`src/shared/cdb_params.svh`:
```
/*
 Constants for the command block decoder: lengths, field positions,
 status bit positions and message codes.
 Assumes it is included by bare name wherever these values are needed.
*/
`ifndef CDB_PARAMS_SVH
`define CDB_PARAMS_SVH
`define CDB_LEN_SHORT 4'd6
`define CDB_LEN_LONG 4'd10
`define CDB_BYTES 10
`define GROUP_SHORT 3'h0
`define GROUP_LONG 3'h1
`define UNIT_MAX 3'h3
`define COUNT_SHORT_ZERO 17'h00100
`define ST_CHECK 1
`define ST_MET 2
`define ST_BUSY 3
`define ST_CONFLICT 4
`define MSG_DONE 8'h00
`define MSG_LINKED 8'h0a
`define MSG_LINKED_FLAG 8'h0b
`define ID_MARK 7
`define ID_RECONNECT 6
`endif

```
`src/shared/cdb_pkg.sv`:
```
/*
 Types shared by the command block decoder and its helpers.
 Assumes nothing of its surroundings.
*/
package cdb_pkg;
   typedef logic [7:0] byte_t;
   typedef logic [1:0] unit_t;
   typedef enum logic [1:0] {
      ST_IDLE = 2'b00,
      ST_DECODE = 2'b01,
      ST_EXEC = 2'b10,
      ST_REPORT = 2'b11
   } phase_t;
endpackage : cdb_pkg

```
`src/shared/cdb_fields_if.sv`:
```
/*
 Carries the raw command block and its unpacked fields between the
 decoder top and the field unpacker.
 Assumes both ends share one clock domain.
*/
`timescale 1ns/100ps
`default_nettype none
interface cdb_fields_if;
   logic [79:0] raw;
   logic [2:0] group;
   logic [4:0] opcode;
   logic [2:0] lun;
   logic [3:0] options;
   logic rel;
   logic [31:0] addr;
   logic [16:0] count;
   logic link;
   logic flag;
   modport unpack (input raw, output group, opcode, lun, options, rel,
      addr, count, link, flag);
   modport consumer (output raw, input group, opcode, lun, options, rel,
      addr, count, link, flag);
endinterface : cdb_fields_if
`default_nettype wire

```
`src/rtl/cdb_field_unpack.sv`:
```
/*
 Splits a stored six- or ten-byte command block into its fields.
 Assumes byte i of the block sits at raw[8*i +: 8]; purely combinational.
*/
`timescale 1ns/100ps
`default_nettype none
`include "cdb_params.svh"
module cdb_field_unpack (
   cdb_fields_if.unpack f
);
   // -------------------------------------------------------------------
   // Field extraction
   // -------------------------------------------------------------------
   logic long_form;
   logic [15:0] long_count;

   // Group 1 selects the ten-byte layout; anything else uses six bytes.
   assign long_form = (f.raw[7:5] == `GROUP_LONG);
   assign long_count = {f.raw[63:56], f.raw[71:64]};
   assign f.group = f.raw[7:5];
   assign f.opcode = f.raw[4:0];
   assign f.lun = f.raw[15:13];
   assign f.options = long_form ? f.raw[12:9] : 4'h0;
   assign f.rel = long_form & f.raw[8];
   // Short form carries 21 address bits, long form 32, MSB first.
   assign f.addr = long_form ?
      {f.raw[23:16], f.raw[31:24], f.raw[39:32], f.raw[47:40]} :
      {11'h000, f.raw[12:8], f.raw[23:16], f.raw[31:24]};
   // A zero short count means 256 blocks; a zero long count means none.
   assign f.count = long_form ? {1'b0, long_count} :
      (f.raw[39:32] == 8'h00) ? `COUNT_SHORT_ZERO :
      {9'h000, f.raw[39:32]};
   assign f.link = long_form ? f.raw[72] : f.raw[40];
   assign f.flag = long_form ? f.raw[73] : f.raw[41];
endmodule : cdb_field_unpack
`default_nettype wire

```
`src/rtl/status_compose.sv`:
```
/*
 Builds the completion status byte and the ending message code.
 Assumes its inputs are stable in the cycle that reports status.
*/
`timescale 1ns/100ps
`default_nettype none
`include "cdb_params.svh"
module status_compose (
   input wire logic check,
   input wire logic met,
   input wire logic busy,
   input wire logic conflict,
   input wire logic link,
   input wire logic flag,
   output logic [7:0] status,
   output logic [7:0] message,
   output logic link_go
);
   // -------------------------------------------------------------------
   // Status and message
   // -------------------------------------------------------------------
   // Unused status bits stay zero; a conflict always carries busy.
   always_comb begin
      status = 8'h00;
      status[`ST_CHECK] = check;
      status[`ST_MET] = met;
      status[`ST_BUSY] = busy | conflict;
      status[`ST_CONFLICT] = conflict;
   end

   // Only a clean linked command continues the chain.
   assign link_go = link & ~check & ~busy & ~conflict;
   assign message = ~link_go ? `MSG_DONE :
      flag ? `MSG_LINKED_FLAG : `MSG_LINKED;
endmodule : status_compose
`default_nettype wire

```
`src/rtl/scsi_cdb_decode_status.sv`:
```
/*
 Command block decoder and completion status builder for a disk
 controller acting as a bus target. Collects command bytes, decodes the
 fields, resolves relative addresses inside linked chains, and returns
 status with the ending message.
 Assumes all inputs are synchronous to mclk and that the phase logic
 outside delivers bytes, identify messages and execution results.
*/
// Contract
// Byte 0 bits 7-5 are group, 4-0 opcode; group 0 six bytes, 1 ten.
// Only groups 0 and 1 are supported; initiator sends only those.
// Five-bit opcode selects one of thirty-two commands.
// Unit number from byte 1 bits 7-5; only 0 to 3 accepted.
// Block unit number used only when no identify selected a unit.
// Ten-byte byte 1 bits 4-1 are opcode-specific options.
// Ten-byte relative bit adds signed offset to unit's last address.
// Initiator uses relative addressing only in chains after an access.
// 21-bit address in six-byte form, 32-bit MSB first in ten-byte.
// Zero count is 256 blocks short, no transfer long; max 65,535.
// Initiator writes zero into control byte bits 7-2.
// Flag bit requests interrupt in chain; set only with link.
// Link bit continues to next command after success, no reselection.
// Status at every command or chain end, and after each link.
// Abnormal condition stops the command with ending status.
// Status bits 0, 5, 6 and 7 always zero.
// Status bit 1 reports check condition with sense available.
// Status bit 2 reports a satisfied search.
// Status bit 3 reports busy when a command cannot be accepted.
// Status bit 4 with bit 3 reports a reservation conflict.
// Identify: bit 7 set, bit 6 reconnect, bits 1-0 the unit.
// Linked completion sends message 0A, or 0B when flagged.
// Bad group or unit is an illegal request ending in check.
// Last accessed address kept per unit for relative commands.
`timescale 1ns/100ps
`default_nettype none
`include "cdb_params.svh"
module scsi_cdb_decode_status (
   input wire logic mclk,
   input wire logic arst_n,
   input wire logic byte_valid,
   input wire logic cdb_start,
   input wire cdb_pkg::byte_t byte_data,
   input wire logic ident_valid,
   input wire cdb_pkg::byte_t ident_byte,
   input wire logic sel_end,
   input wire logic exec_done,
   input wire logic exec_abort,
   input wire logic exec_sense,
   input wire logic exec_met,
   input wire logic exec_busy,
   input wire logic exec_conflict,
   input wire logic exec_accessed,
   input wire logic [31:0] exec_lba,
   output logic cdb_ready,
   output logic cmd_valid,
   output logic [4:0] cmd_opcode,
   output logic [2:0] cmd_group,
   output cdb_pkg::unit_t cmd_unit,
   output logic [3:0] cmd_options,
   output logic [31:0] cmd_lba,
   output logic [16:0] cmd_count,
   output logic cmd_zero,
   output logic cmd_link,
   output logic cmd_flag,
   output logic host_reconnect,
   output logic status_valid,
   output cdb_pkg::byte_t status_byte,
   output cdb_pkg::byte_t msg_byte,
   output logic chain_next,
   output logic chain_irq
);
   import cdb_pkg::*;

   // -------------------------------------------------------------------
   // Declarations
   // -------------------------------------------------------------------
   phase_t state;
   phase_t next_state;
   byte_t cdb_buf [`CDB_BYTES];
   logic [3:0] idx;
   logic [3:0] len_m1;
   logic take;
   logic got_all;
   logic ident_seen;
   unit_t ident_unit;
   unit_t unit;
   logic chain;
   logic [31:0] last_lba [4];
   logic [3:0] accessed;
   logic bad_group;
   logic bad_unit;
   logic bad_rel;
   logic illegal;
   logic [31:0] eff_lba;
   logic report;
   logic rep_check;
   logic rep_met;
   logic rep_busy;
   logic rep_conflict;
   byte_t next_status;
   byte_t next_msg;
   logic link_go;

   cdb_fields_if f ();

   // -------------------------------------------------------------------
   // Byte collection
   // -------------------------------------------------------------------
   // Bytes are taken only while idle; a start strobe restarts the block.
   assign take = byte_valid & (state == ST_IDLE);

   // The block length follows the group of the stored first byte.
   assign len_m1 = (cdb_buf[0][7:5] == `GROUP_LONG) ?
      (`CDB_LEN_LONG - 4'd1) : (`CDB_LEN_SHORT - 4'd1);

   // The last byte of the block arrives when the index reaches length-1.
   assign got_all = take & ~cdb_start & (idx == len_m1) & (idx != 4'd0);

   // Index of the next byte position; zero means no block in progress.
   always_ff @(posedge mclk or negedge arst_n) begin
      if (!arst_n) begin
         idx <= 4'd0;
      end else if (take & cdb_start) begin
         idx <= 4'd1;
      end else if (got_all) begin
         idx <= 4'd0;
      end else if (take & (idx != 4'd0)) begin
         idx <= idx + 4'd1;
      end
   end

   // One storage byte per position, written when its index comes up.
   genvar gi;
   generate
      for (gi = 0; gi < `CDB_BYTES; gi++) begin : g_buf
         always_ff @(posedge mclk or negedge arst_n) begin
            if (!arst_n) begin
               cdb_buf[gi] <= 8'h00;
            end else if (take & cdb_start & (gi == 0)) begin
               cdb_buf[gi] <= byte_data;
            end else if (take & ~cdb_start & (idx != 4'd0) &
                         (idx == 4'(gi))) begin
               cdb_buf[gi] <= byte_data;
            end
         end
         assign f.raw[8*gi +: 8] = cdb_buf[gi];
      end
   endgenerate

   cdb_field_unpack u_unpack (
      .f(f.unpack)
   );

   // -------------------------------------------------------------------
   // Identify tracking
   // -------------------------------------------------------------------
   // A well-formed identify fixes the unit until the selection ends.
   // An identify in the cycle of a selection end wins over the clear.
   always_ff @(posedge mclk or negedge arst_n) begin
      if (!arst_n) begin
         ident_seen <= 1'b0;
         ident_unit <= 2'h0;
         host_reconnect <= 1'b0;
      end else if (ident_valid & ident_byte[`ID_MARK] &
                   (ident_byte[5:2] == 4'h0)) begin
         ident_seen <= 1'b1;
         ident_unit <= ident_byte[1:0];
         host_reconnect <= ident_byte[`ID_RECONNECT];
      end else if (sel_end) begin
         ident_seen <= 1'b0;
         host_reconnect <= 1'b0;
      end
   end

   // -------------------------------------------------------------------
   // Decode checks
   // -------------------------------------------------------------------
   // The block's unit field counts only without an identify.
   assign unit = ident_seen ? ident_unit : f.lun[1:0];
   assign bad_unit = ~ident_seen & (f.lun > `UNIT_MAX);
   assign bad_group = (f.group != `GROUP_SHORT) &
      (f.group != `GROUP_LONG);
   // Relative addressing needs a live chain and a prior access.
   assign bad_rel = f.rel & ~(chain & accessed[unit]);
   assign illegal = bad_group | bad_unit | bad_rel;

   // The signed offset wraps modulo 2^32 onto the last address.
   assign eff_lba = f.rel ? (last_lba[unit] + f.addr) : f.addr;

   // -------------------------------------------------------------------
   // Per-unit last access
   // -------------------------------------------------------------------
   // Each unit keeps its last accessed block for relative commands.
   genvar gu;
   generate
      for (gu = 0; gu < 4; gu++) begin : g_unit
         always_ff @(posedge mclk or negedge arst_n) begin
            if (!arst_n) begin
               last_lba[gu] <= 32'h0000_0000;
               accessed[gu] <= 1'b0;
            end else if (sel_end | (report & ~link_go)) begin
               accessed[gu] <= 1'b0;
            end else if ((state == ST_EXEC) & exec_accessed &
                         (cmd_unit == 2'(gu))) begin
               last_lba[gu] <= exec_lba;
               accessed[gu] <= 1'b1;
            end
         end
      end
   endgenerate

   // -------------------------------------------------------------------
   // Phase sequencing
   // -------------------------------------------------------------------
   // Illegal requests report at once; good ones wait for execution.
   always_comb begin
      next_state = state;
      unique case (state)
         ST_IDLE: begin
            if (got_all) begin
               next_state = ST_DECODE;
            end
         end
         ST_DECODE: begin
            next_state = illegal ? ST_REPORT : ST_EXEC;
         end
         ST_EXEC: begin
            if (exec_done | exec_abort) begin
               next_state = ST_REPORT;
            end
         end
         ST_REPORT: begin
            next_state = ST_IDLE;
         end
      endcase
   end

   always_ff @(posedge mclk or negedge arst_n) begin
      if (!arst_n) begin
         state <= ST_IDLE;
      end else if (sel_end & (state != ST_EXEC)) begin
         state <= ST_IDLE;
      end else begin
         state <= next_state;
      end
   end

   // -------------------------------------------------------------------
   // Command outputs
   // -------------------------------------------------------------------
   // Fields are latched in the decode cycle and held until the next one.
   always_ff @(posedge mclk or negedge arst_n) begin
      if (!arst_n) begin
         cmd_opcode <= 5'h00;
         cmd_group <= 3'h0;
         cmd_unit <= 2'h0;
         cmd_options <= 4'h0;
         cmd_lba <= 32'h0000_0000;
         cmd_count <= 17'h00000;
         cmd_zero <= 1'b0;
         cmd_link <= 1'b0;
         cmd_flag <= 1'b0;
      end else if (state == ST_DECODE) begin
         cmd_opcode <= f.opcode;
         cmd_group <= f.group;
         cmd_unit <= unit;
         cmd_options <= f.options;
         cmd_lba <= eff_lba;
         cmd_count <= f.count;
         cmd_zero <= (f.count == 17'h00000);
         cmd_link <= f.link;
         cmd_flag <= f.flag & f.link;
      end
   end

   // A legal block is handed to execution with a one-cycle strobe.
   always_ff @(posedge mclk or negedge arst_n) begin
      if (!arst_n) begin
         cmd_valid <= 1'b0;
      end else begin
         cmd_valid <= (state == ST_DECODE) & ~illegal;
      end
   end

   // The decoder is ready for bytes whenever it is idle.
   always_ff @(posedge mclk or negedge arst_n) begin
      if (!arst_n) begin
         cdb_ready <= 1'b0;
      end else begin
         cdb_ready <= (next_state == ST_IDLE);
      end
   end

   // -------------------------------------------------------------------
   // Completion status
   // -------------------------------------------------------------------
   // Status is built on the edge that enters the report phase.
   assign report = (next_state == ST_REPORT) & (state != ST_REPORT);
   assign rep_check = (state == ST_DECODE) | exec_sense |
      exec_abort;
   assign rep_met = (state == ST_EXEC) & exec_met;
   assign rep_busy = (state == ST_EXEC) & exec_busy;
   assign rep_conflict = (state == ST_EXEC) & exec_conflict;

   status_compose u_status (
      .check(rep_check),
      .met(rep_met),
      .busy(rep_busy),
      .conflict(rep_conflict),
      .link((state == ST_EXEC) & cmd_link),
      .flag(cmd_flag),
      .status(next_status),
      .message(next_msg),
      .link_go(link_go)
   );

   // Every end of command, linked or not, returns a status byte.
   always_ff @(posedge mclk or negedge arst_n) begin
      if (!arst_n) begin
         status_valid <= 1'b0;
         status_byte <= 8'h00;
         msg_byte <= `MSG_DONE;
      end else begin
         status_valid <= report;
         if (report) begin
            status_byte <= next_status;
            msg_byte <= next_msg;
         end
      end
   end

   // A clean linked finish keeps the chain and asks for the next block.
   always_ff @(posedge mclk or negedge arst_n) begin
      if (!arst_n) begin
         chain <= 1'b0;
         chain_next <= 1'b0;
         chain_irq <= 1'b0;
      end else begin
         chain_next <= report & link_go;
         chain_irq <= report & link_go & cmd_flag;
         if (sel_end) begin
            chain <= 1'b0;
         end else if (report) begin
            chain <= link_go;
         end
      end
   end
endmodule : scsi_cdb_decode_status
`default_nettype wire

```
`config.mk`:
```
export PLATFORM = sky130hd
export DESIGN_NAME = scsi_cdb_decode_status
export DESIGN_NICKNAME = d
export VERILOG_FILES = /design/src/shared/cdb_pkg.sv /design/src/shared/cdb_fields_if.sv /design/src/rtl/cdb_field_unpack.sv /design/src/rtl/status_compose.sv /design/src/rtl/scsi_cdb_decode_status.sv
export VERILOG_INCLUDE_DIRS = /design/src /design/src/shared
export SDC_FILE = /design/constraint.sdc
export NUM_CORES = 1
export LEC_CHECK = 0
export BUFFER_PORTS_ARGS = -buffer_cell sky130_fd_sc_hd__buf_2
export CAP_MARGIN = 20
export CORE_MARGIN = 4
export CORE_UTILIZATION = 61
export CTS_BUF_LIST = sky130_fd_sc_hd__clkbuf_2
export CTS_CLUSTER_DIAMETER = 200
export DETAILED_ROUTE_END_ITERATION = 10
export PLACE_DENSITY = 0.82
export SYNTH_ARGS = -nofsm -noshare
export SYNTH_HDL_FRONTEND = slang
export SYNTH_SLANG_ARGS = --single-unit
export TNS_END_PERCENT = 5
```
`constraint.sdc`:
```
create_clock -name mclk -period 6.4 [get_ports mclk]
set_input_delay 1.28 -clock mclk [delete_from_list [all_inputs] [get_ports mclk]]
set_output_delay 1.28 -clock mclk [all_outputs]
set_load 0.005 [all_outputs]
```
==> impl_metrics.toml, run 1 <==
[run_status]
status = "complete, no violations"

[sta]
drv_slew = 0
tns_ns = 0
slew_headroom_pct = 30.43
finalCritPeriodShare_pct = 74.77
min_period_ns = 4.785
fin_worst_skew_ns = 0.08695
tightest_slew_ns = 1.034
finalSetupViolations = 0
whs_ns = 0.4842
max_freq_mhz = 209.0
rsz0062_at_grt = "false"
finalHoldViolCount = 0

[global_routing]
grtUsageTotal_pct = 26.74
antenna_found_initial = 1
grt_max_degree = 164
grt_pass1_vias = 10583
grt-ovfl-total = 0
grt_pass1_wl_um = 55920

[drt]
drtIter0Drc = 789
routed_wl_um = 34890
vias_per_cell = 5.922
antenna_left = 0
drc = 0
via_count = 10512
routedWlPerCell_um = 19.66
dr.pass1.iters = 5

[power_and_ir_drop]
p_seq_share_pct = 38.7
power.leakage_nw = 7.850
pwr-share-comb_pct = 46.1
finalPower_mw = 8.042
p_sw_mw = 3.248
clkPwrFrac_pct = 15.2
power_density_nw_per_um2 = 500.8
p_int_mw = 4.794
switching_share_pct = 40.38
ir_worst_vdd_mv = 0.2209

[finish]
area_growth_pct = 10.45
final_cell_mix = "dfrtp_1 (285), mux2_2 (212), buf_2 (137)"
drive_gt1_share_pct = 36.43
mostFrequentLayoutCell = "dfrtp_1"
nNetsFinal = 1508
utilization_pct = 68.42
fillers = 1813

[critical_path]
crit_required_ns = 7.23
slowest_delay_ns = 0.67
r2r-start = "cdb_buf[69]"
cp-end-kind = "flip-flop"
slowest_stage = "mux2_4"
reg2reg_to = "cmd_lba[31]"
path_max_fanout = 33
path_cells = "mux2_4 -> mux4_2 -> ha_1 -> a21o_1 -> and4_1 -> o21ai_0 -> a32oi_1 -> a311o_2 -> nand3_4 -> o2111ai_4 -> a31oi_1 -> xor2_1 -> or4_1 -> nand4_1"
startpoint = "cdb_buf[69]"
r2r_slack_ns = 1.61
worst_ep_arrival_time_ns = 5.61
crit_end = "cmd_lba[31]"
reg2reg_depth = 14
worst-setup-path-type = "reg2reg"
cp-start-kind = "flip-flop"

[die]
fp.dieH_um = 162.4
pin_count = 149
die_w_um = 162.4
core_region_area_um2 = 23470
num_rows = 56
dieArea_um2 = 26370
start_util_pct = 61.95

[place]
place_hpwl_um = 24720
place.gp.congestion = 0.9636
io_buffers = 138

[logic_synthesis]
async_flop_share_pct = 100.0
synth_area_leaders = "dfrtp_1 (49%), mux2_2 (16%), mux4_2 (4.2%)"
synth_edf_count = 0
yosysSeqAreaShare_pct = 49.05
synth_area_um2 = 14540
ys_ff_latch = 285
synthDistinctLibCells = 79
synth-main-ff-cell = "dfrtp_1"
synth.avg_cell_area_um2 = 11.65
syn_inst = 1248
ys_warn_count = 0
synth_area_leader_cell = "dfrtp_1"
synth.top_cell.area_share_pct = 49.05

[min_path]
hold_path_class = "in2async"

[clocking]
htreeDepth = 3
hold_buffers = 0
clkTransAtPathRegs_ns = 0.11
numCtsBuffers = 73
cts_root_buf = "clkbuf_2"
cts_buffer_depth = 3
clock_latency_ns = 0.90
clock-sinks = 285
cts_tree = "yes"
postCtsSetupBuffers = 0
cts-resized-gates = 0

[flow_run]
drv_cap = 0
==> cells in the mapped netlist, types with 5 or more instances <==
library cell / count
dfrtp_1: 285
nand3_1: 28
nand2b_1: 10
nor4_1: 8
mux4_2: 27
a21oi_1: 39
and2_1: 11
a211oi_1: 9
buf_4: 16
buf_2: 12
nand4_1: 9
o2bb2ai_1: 13
or3_1: 6
o22ai_1: 8
mux2_2: 212
xnor2_1: 20
ha_1: 36
nor2_1: 76
and3_1: 6
o211ai_1: 5
nand2_1: 129
inv_1: 36
xor2_1: 16
mux2i_1: 10
buf_1: 6
nor3_1: 8
o21ai_0: 37
a21o_1: 19
clkbuf_1: 33
buf_6: 6
nor2b_1: 8
a21boi_0: 5
a31oi_1: 26
==> registers in the layout, summed over array words and instances (netlist names), 2 cells and up <==
name and count:
cmd_opcode 5, ident_unit 2, last_lba 128, cmd_unit 2
cmd_lba 32, msg_byte 2, cmd_options 4, cmd_group 3
state 2, status_byte 4, accessed 4, cdb_buf 66
idx 4, cmd_count 16
==> stage by stage <==
step | instance area (um2) | worst slack [ns] | std cells
after global placement | 15420 | 1.427 | 1654
after floorplan | 14570 | 1.933 | 1257
after global routing | 16060 | 1.209 | 1775
after CTS | 16060 | 1.594 | 1774
final | 16060 | 1.615 | 1775
after detailed placement | 15420 | 1.285 | 1654
==> layer usage <==
metal | GRT usage [%] | wire length [um] | vias to the layer above
met1 | 37.23 | 14990 | 5252
met5 | 0 | 0 | -
met2 | 42.72 | 16630 | 362
met4 | 9.189 | 822 | 0
met3 | 5.163 | 2454 | 68
li1 | - | - | 4830
==> logic make-up after synthesis <==
group / synth area share (%)
compound gates: 9.474
xor+xnor: 2.280
fa+ha+maj: 3.304
buf+inv: 3.666
flops: 49.05
mux: 21.70
other cells: 0.02579
simple gates: 10.50
==> critical path: cells and delay by family (launching register included) <==
kind	cells	cell delay, ns
AO/OA/AOI/OAI	6	1.48
multiplexers	2	1.28
AND/OR/NAND/NOR	4	0.89
flip-flops	1	0.63
adder cells (fa/ha/maj)	1	0.29
XOR/XNOR	1	0.10
==> power groups by stage <==
stage	Clock (mW)	Combinational [mW]	Sequential, mW
floorplan	0	2.76	2.94
global placement	0	3.58	3.09
detailed placement	0	3.68	3.14
CTS	1.25	3.70	3.10
global route	1.35	4.07	3.20
finish	1.22	3.71	3.11
==> worst min path at each step <==
stage | from | end | slack [ns]
finish | arst_n | accessed[1] | 0.48
global route | cmd_count[14] | cmd_count[14] | 0.51
CTS | arst_n | cdb_buf[70] | 0.49
detailed placement | cmd_zero | cmd_zero | 0.47
global placement | cmd_zero | cmd_zero | 0.46
floorplan | accessed[3] | accessed[3] | 0.45
==> layout make-up <==
cell class	count	area, um2	area share, %
inverters	37	138.9	0.8648
well taps	319	399.1	2.485
clock inverters	15	111.4	0.6934
diodes	1	2.502	0.01558
clock buffers	105	525.5	3.272
multi-input cells	862	6939	43.21
flip-flops and latches	285	7132	44.41
repair buffers	151	810.8	5.049
(Power assumes the default switching activity.)
==> run 2: changes to the inputs <==
--- a/config.mk
+++ b/config.mk
@@ -9,11 +9,11 @@
 export BUFFER_PORTS_ARGS = -buffer_cell sky130_fd_sc_hd__buf_2
 export CAP_MARGIN = 20
 export CORE_MARGIN = 4
-export CORE_UTILIZATION = 61
+export CORE_UTILIZATION = 56
 export CTS_BUF_LIST = sky130_fd_sc_hd__clkbuf_2
 export CTS_CLUSTER_DIAMETER = 200
 export DETAILED_ROUTE_END_ITERATION = 10
-export PLACE_DENSITY = 0.82
+export PLACE_DENSITY = 0.79
 export SYNTH_ARGS = -nofsm -noshare
 export SYNTH_HDL_FRONTEND = slang
 export SYNTH_SLANG_ARGS = --single-unit
==> constraint.sdc (replaced) <==
create_clock -name mclk -period 4 [get_ports mclk]
set_input_delay 0.8 -clock mclk [delete_from_list [all_inputs] [get_ports mclk]]
set_output_delay 0.8 -clock mclk [all_outputs]
set_load 0.005 [all_outputs]
==> impl_metrics.toml, run 2 (same netlist as run 1, synthesis figures left out) <==
[critical_path]
path_cells = "mux2_4 -> buf_4 -> mux4_2 -> ha_2 -> a21o_1 -> a21oi_2 -> nand2_1 -> a31o_2 -> maj3_1 -> a41oi_2 -> o31a_1 -> nor3_1 -> buf_4 -> a211oi_2 -> xor2_1 -> o221ai_1"
worst_ep_arrival_time_ns = 4.55
cp-start-kind = "flip-flop"
startpoint = "ident_seen"
r2r_slack_ns = 0.12
reg2reg_to = "cmd_lba[29]"
path_max_fanout = 7
slowest_delay_ns = 0.44
cp-end-kind = "flip-flop"
worst-setup-path-type = "reg2reg"
slowest_stage = "mux4_2"
reg2reg_depth = 16
crit_required_ns = 4.68
crit_end = "cmd_lba[29]"
cp_common_cell = "buf_4"
r2r-start = "ident_seen"

[clocking]
clock-sinks = 285
htreeDepth = 3
clkTransAtPathRegs_ns = 0.09
cts_tree = "yes"
clock_latency_ns = 0.88
numCtsBuffers = 74
cts_root_buf = "clkbuf_2"
cts_buffer_depth = 3

[finish]
drive_gt1_share_pct = 39.38
nNetsFinal = 1577
utilization_pct = 66.08
largest_register_ffs = 128
mostFrequentLayoutCell = "dfrtp_1"
top_regs = "last_lba x128, cdb_buf x66, cmd_lba x32"
regMostFlops = "last_lba"
final_cell_mix = "dfrtp_1 (285), mux2_2 (212), buf_2 (137)"
area_growth_pct = 15.10

[place]
dpl_worst_slack_ns = -0.02370
place_hpwl_um = 27240
place.gp.congestion = 0.9266
io_buffers = 138

[die]
num_rows = 58
die_w_um = 169.1
pin_count = 149
core_region_area_um2 = 25330
fp.dieH_um = 169.1
start_util_pct = 57.41
dieArea_um2 = 28610

[sta]
min_period_ns = 3.876
slew_headroom_pct = 36.15
tns_ns = 0
max_freq_mhz = 258.0
finalWorstSetupSlack_ns = 0.1241
fin_worst_skew_ns = 0.09240
whs_ns = 0.1573
rsz0062_at_grt = "true"
finalSetupViolations = 0
finalHoldViolCount = 0
finalCritPeriodShare_pct = 96.90
tightest_slew_ns = 0.9567
drv_slew = 0

[global_routing]
grt_pass1_vias = 10946
grt_pass1_wl_um = 58570
grt-ovfl-total = 0
grt_max_degree = 107
antenna_found_initial = 1
grtUsageTotal_pct = 25.71

[drt]
drc = 0
routed_wl_um = 36980
antenna_left = 0
dr.pass1.iters = 5
via_count = 10845
routedWlPerCell_um = 19.91
drtIter0Drc = 889
vias_per_cell = 5.840

[flow_run]
drv_cap = 0

[min_path]
hold_path_class = "in2reg"

[run_status]
status = "complete, no violations"

[power_and_ir_drop]
ir_worst_vdd_mv = 0.4361
finalPower_mw = 13.52
power.leakage_nw = 8.199
power_density_nw_per_um2 = 807.8
==> run 2: cell count changes in the layout (fill, tap and decap cells not counted), moves of 3 or more <==
cell | previous run | this run
buf_4 | 12 | 72
clkinv_1 | 7 | 18
o21ai_0 | 37 | 34
ha_1 | 35 | 31
buf_12 | 1 | 6
clkbuf_2 | 105 | 99
==> run 2: how the worst min path moves through the flow <==
stage	startpoint	endpoint	slack, ns	cells past startpoint
after floorplan	accessed[3]	accessed[3]	0.45	1
after global placement	cmd_zero	cmd_zero	0.46	1
after global routing	ident_byte[6]	host_reconnect	0.11	3
final	ident_byte[6]	host_reconnect	0.16	3
after detailed placement	cmd_count[12]	cmd_count[12]	0.47	1
after CTS	ident_byte[6]	host_reconnect	0.07	3
==> run 2: report_power, final <==
part	leakage (nW)	internal, mW	switching (mW)
clock	0.474	0.745	1.17
sequential	3.72	4.10	0.823
combinational	4.01	3.25	3.42
==> run 2: cell type report <==
class | instances | area, um2
Clock inverter | 24 | 140.1
Timing Repair Buffer | 219 | 1398
Fill cell | 1967 | 8591
Sequential cell | 285 | 7132
Antenna cell | 1 | 2.502
Tap cell | 330 | 412.9
Clock buffer | 99 | 495.5
Multi-Input combinational cell | 862 | 7017
Inverter | 37 | 138.9
==> run 2: critical path: cells and delay by family, from the launching register on <==
kind	cells	cell delay [ns]
AO/OA/AOI/OAI	7	1.30
XOR/XNOR	1	0.16
adder cells (fa/ha/maj)	2	0.60
buffers and inverters	2	0.30
flip-flops	1	0.43
multiplexers	2	0.82
AND/OR/NAND/NOR	2	0.14
==> run 2: routing by layer <==
| metal | share of wire [%] | wire (um) | vias up | global-route usage, % |
|---|---|---|---|---|
| li1 | - | - | 4996 | - |
| met5 | 0 | 0 | - | 0 |
| met2 | 47 | 17280 | 399 | 40.66 |
| met1 | 43 | 15840 | 5371 | 35.21 |
| met4 | 2.8 | 1051 | 0 | 9.975 |
| met3 | 7.6 | 2804 | 79 | 5.521 |
==> run 2: metrics by stage <==
step | cell area [um2] | instances
6_report | 16740 | 1857
5_1_grt | 16740 | 1857
4_1_cts | 16640 | 1854
3_5_place_dp | 16000 | 1730
3_3_place_gp | 16000 | 1730
2_1_floorplan | 14600 | 1257
==> run 2: what timing repair did <==
action | in CTS | in global routing
hold buffers | 1 | 0
pin swaps | 0 | 7
endpoints found under the setup margin | 2 | 29
resized for setup | 2 | 16
hold endpoints to repair | 59 | 0
buffers inserted | 0 | 2
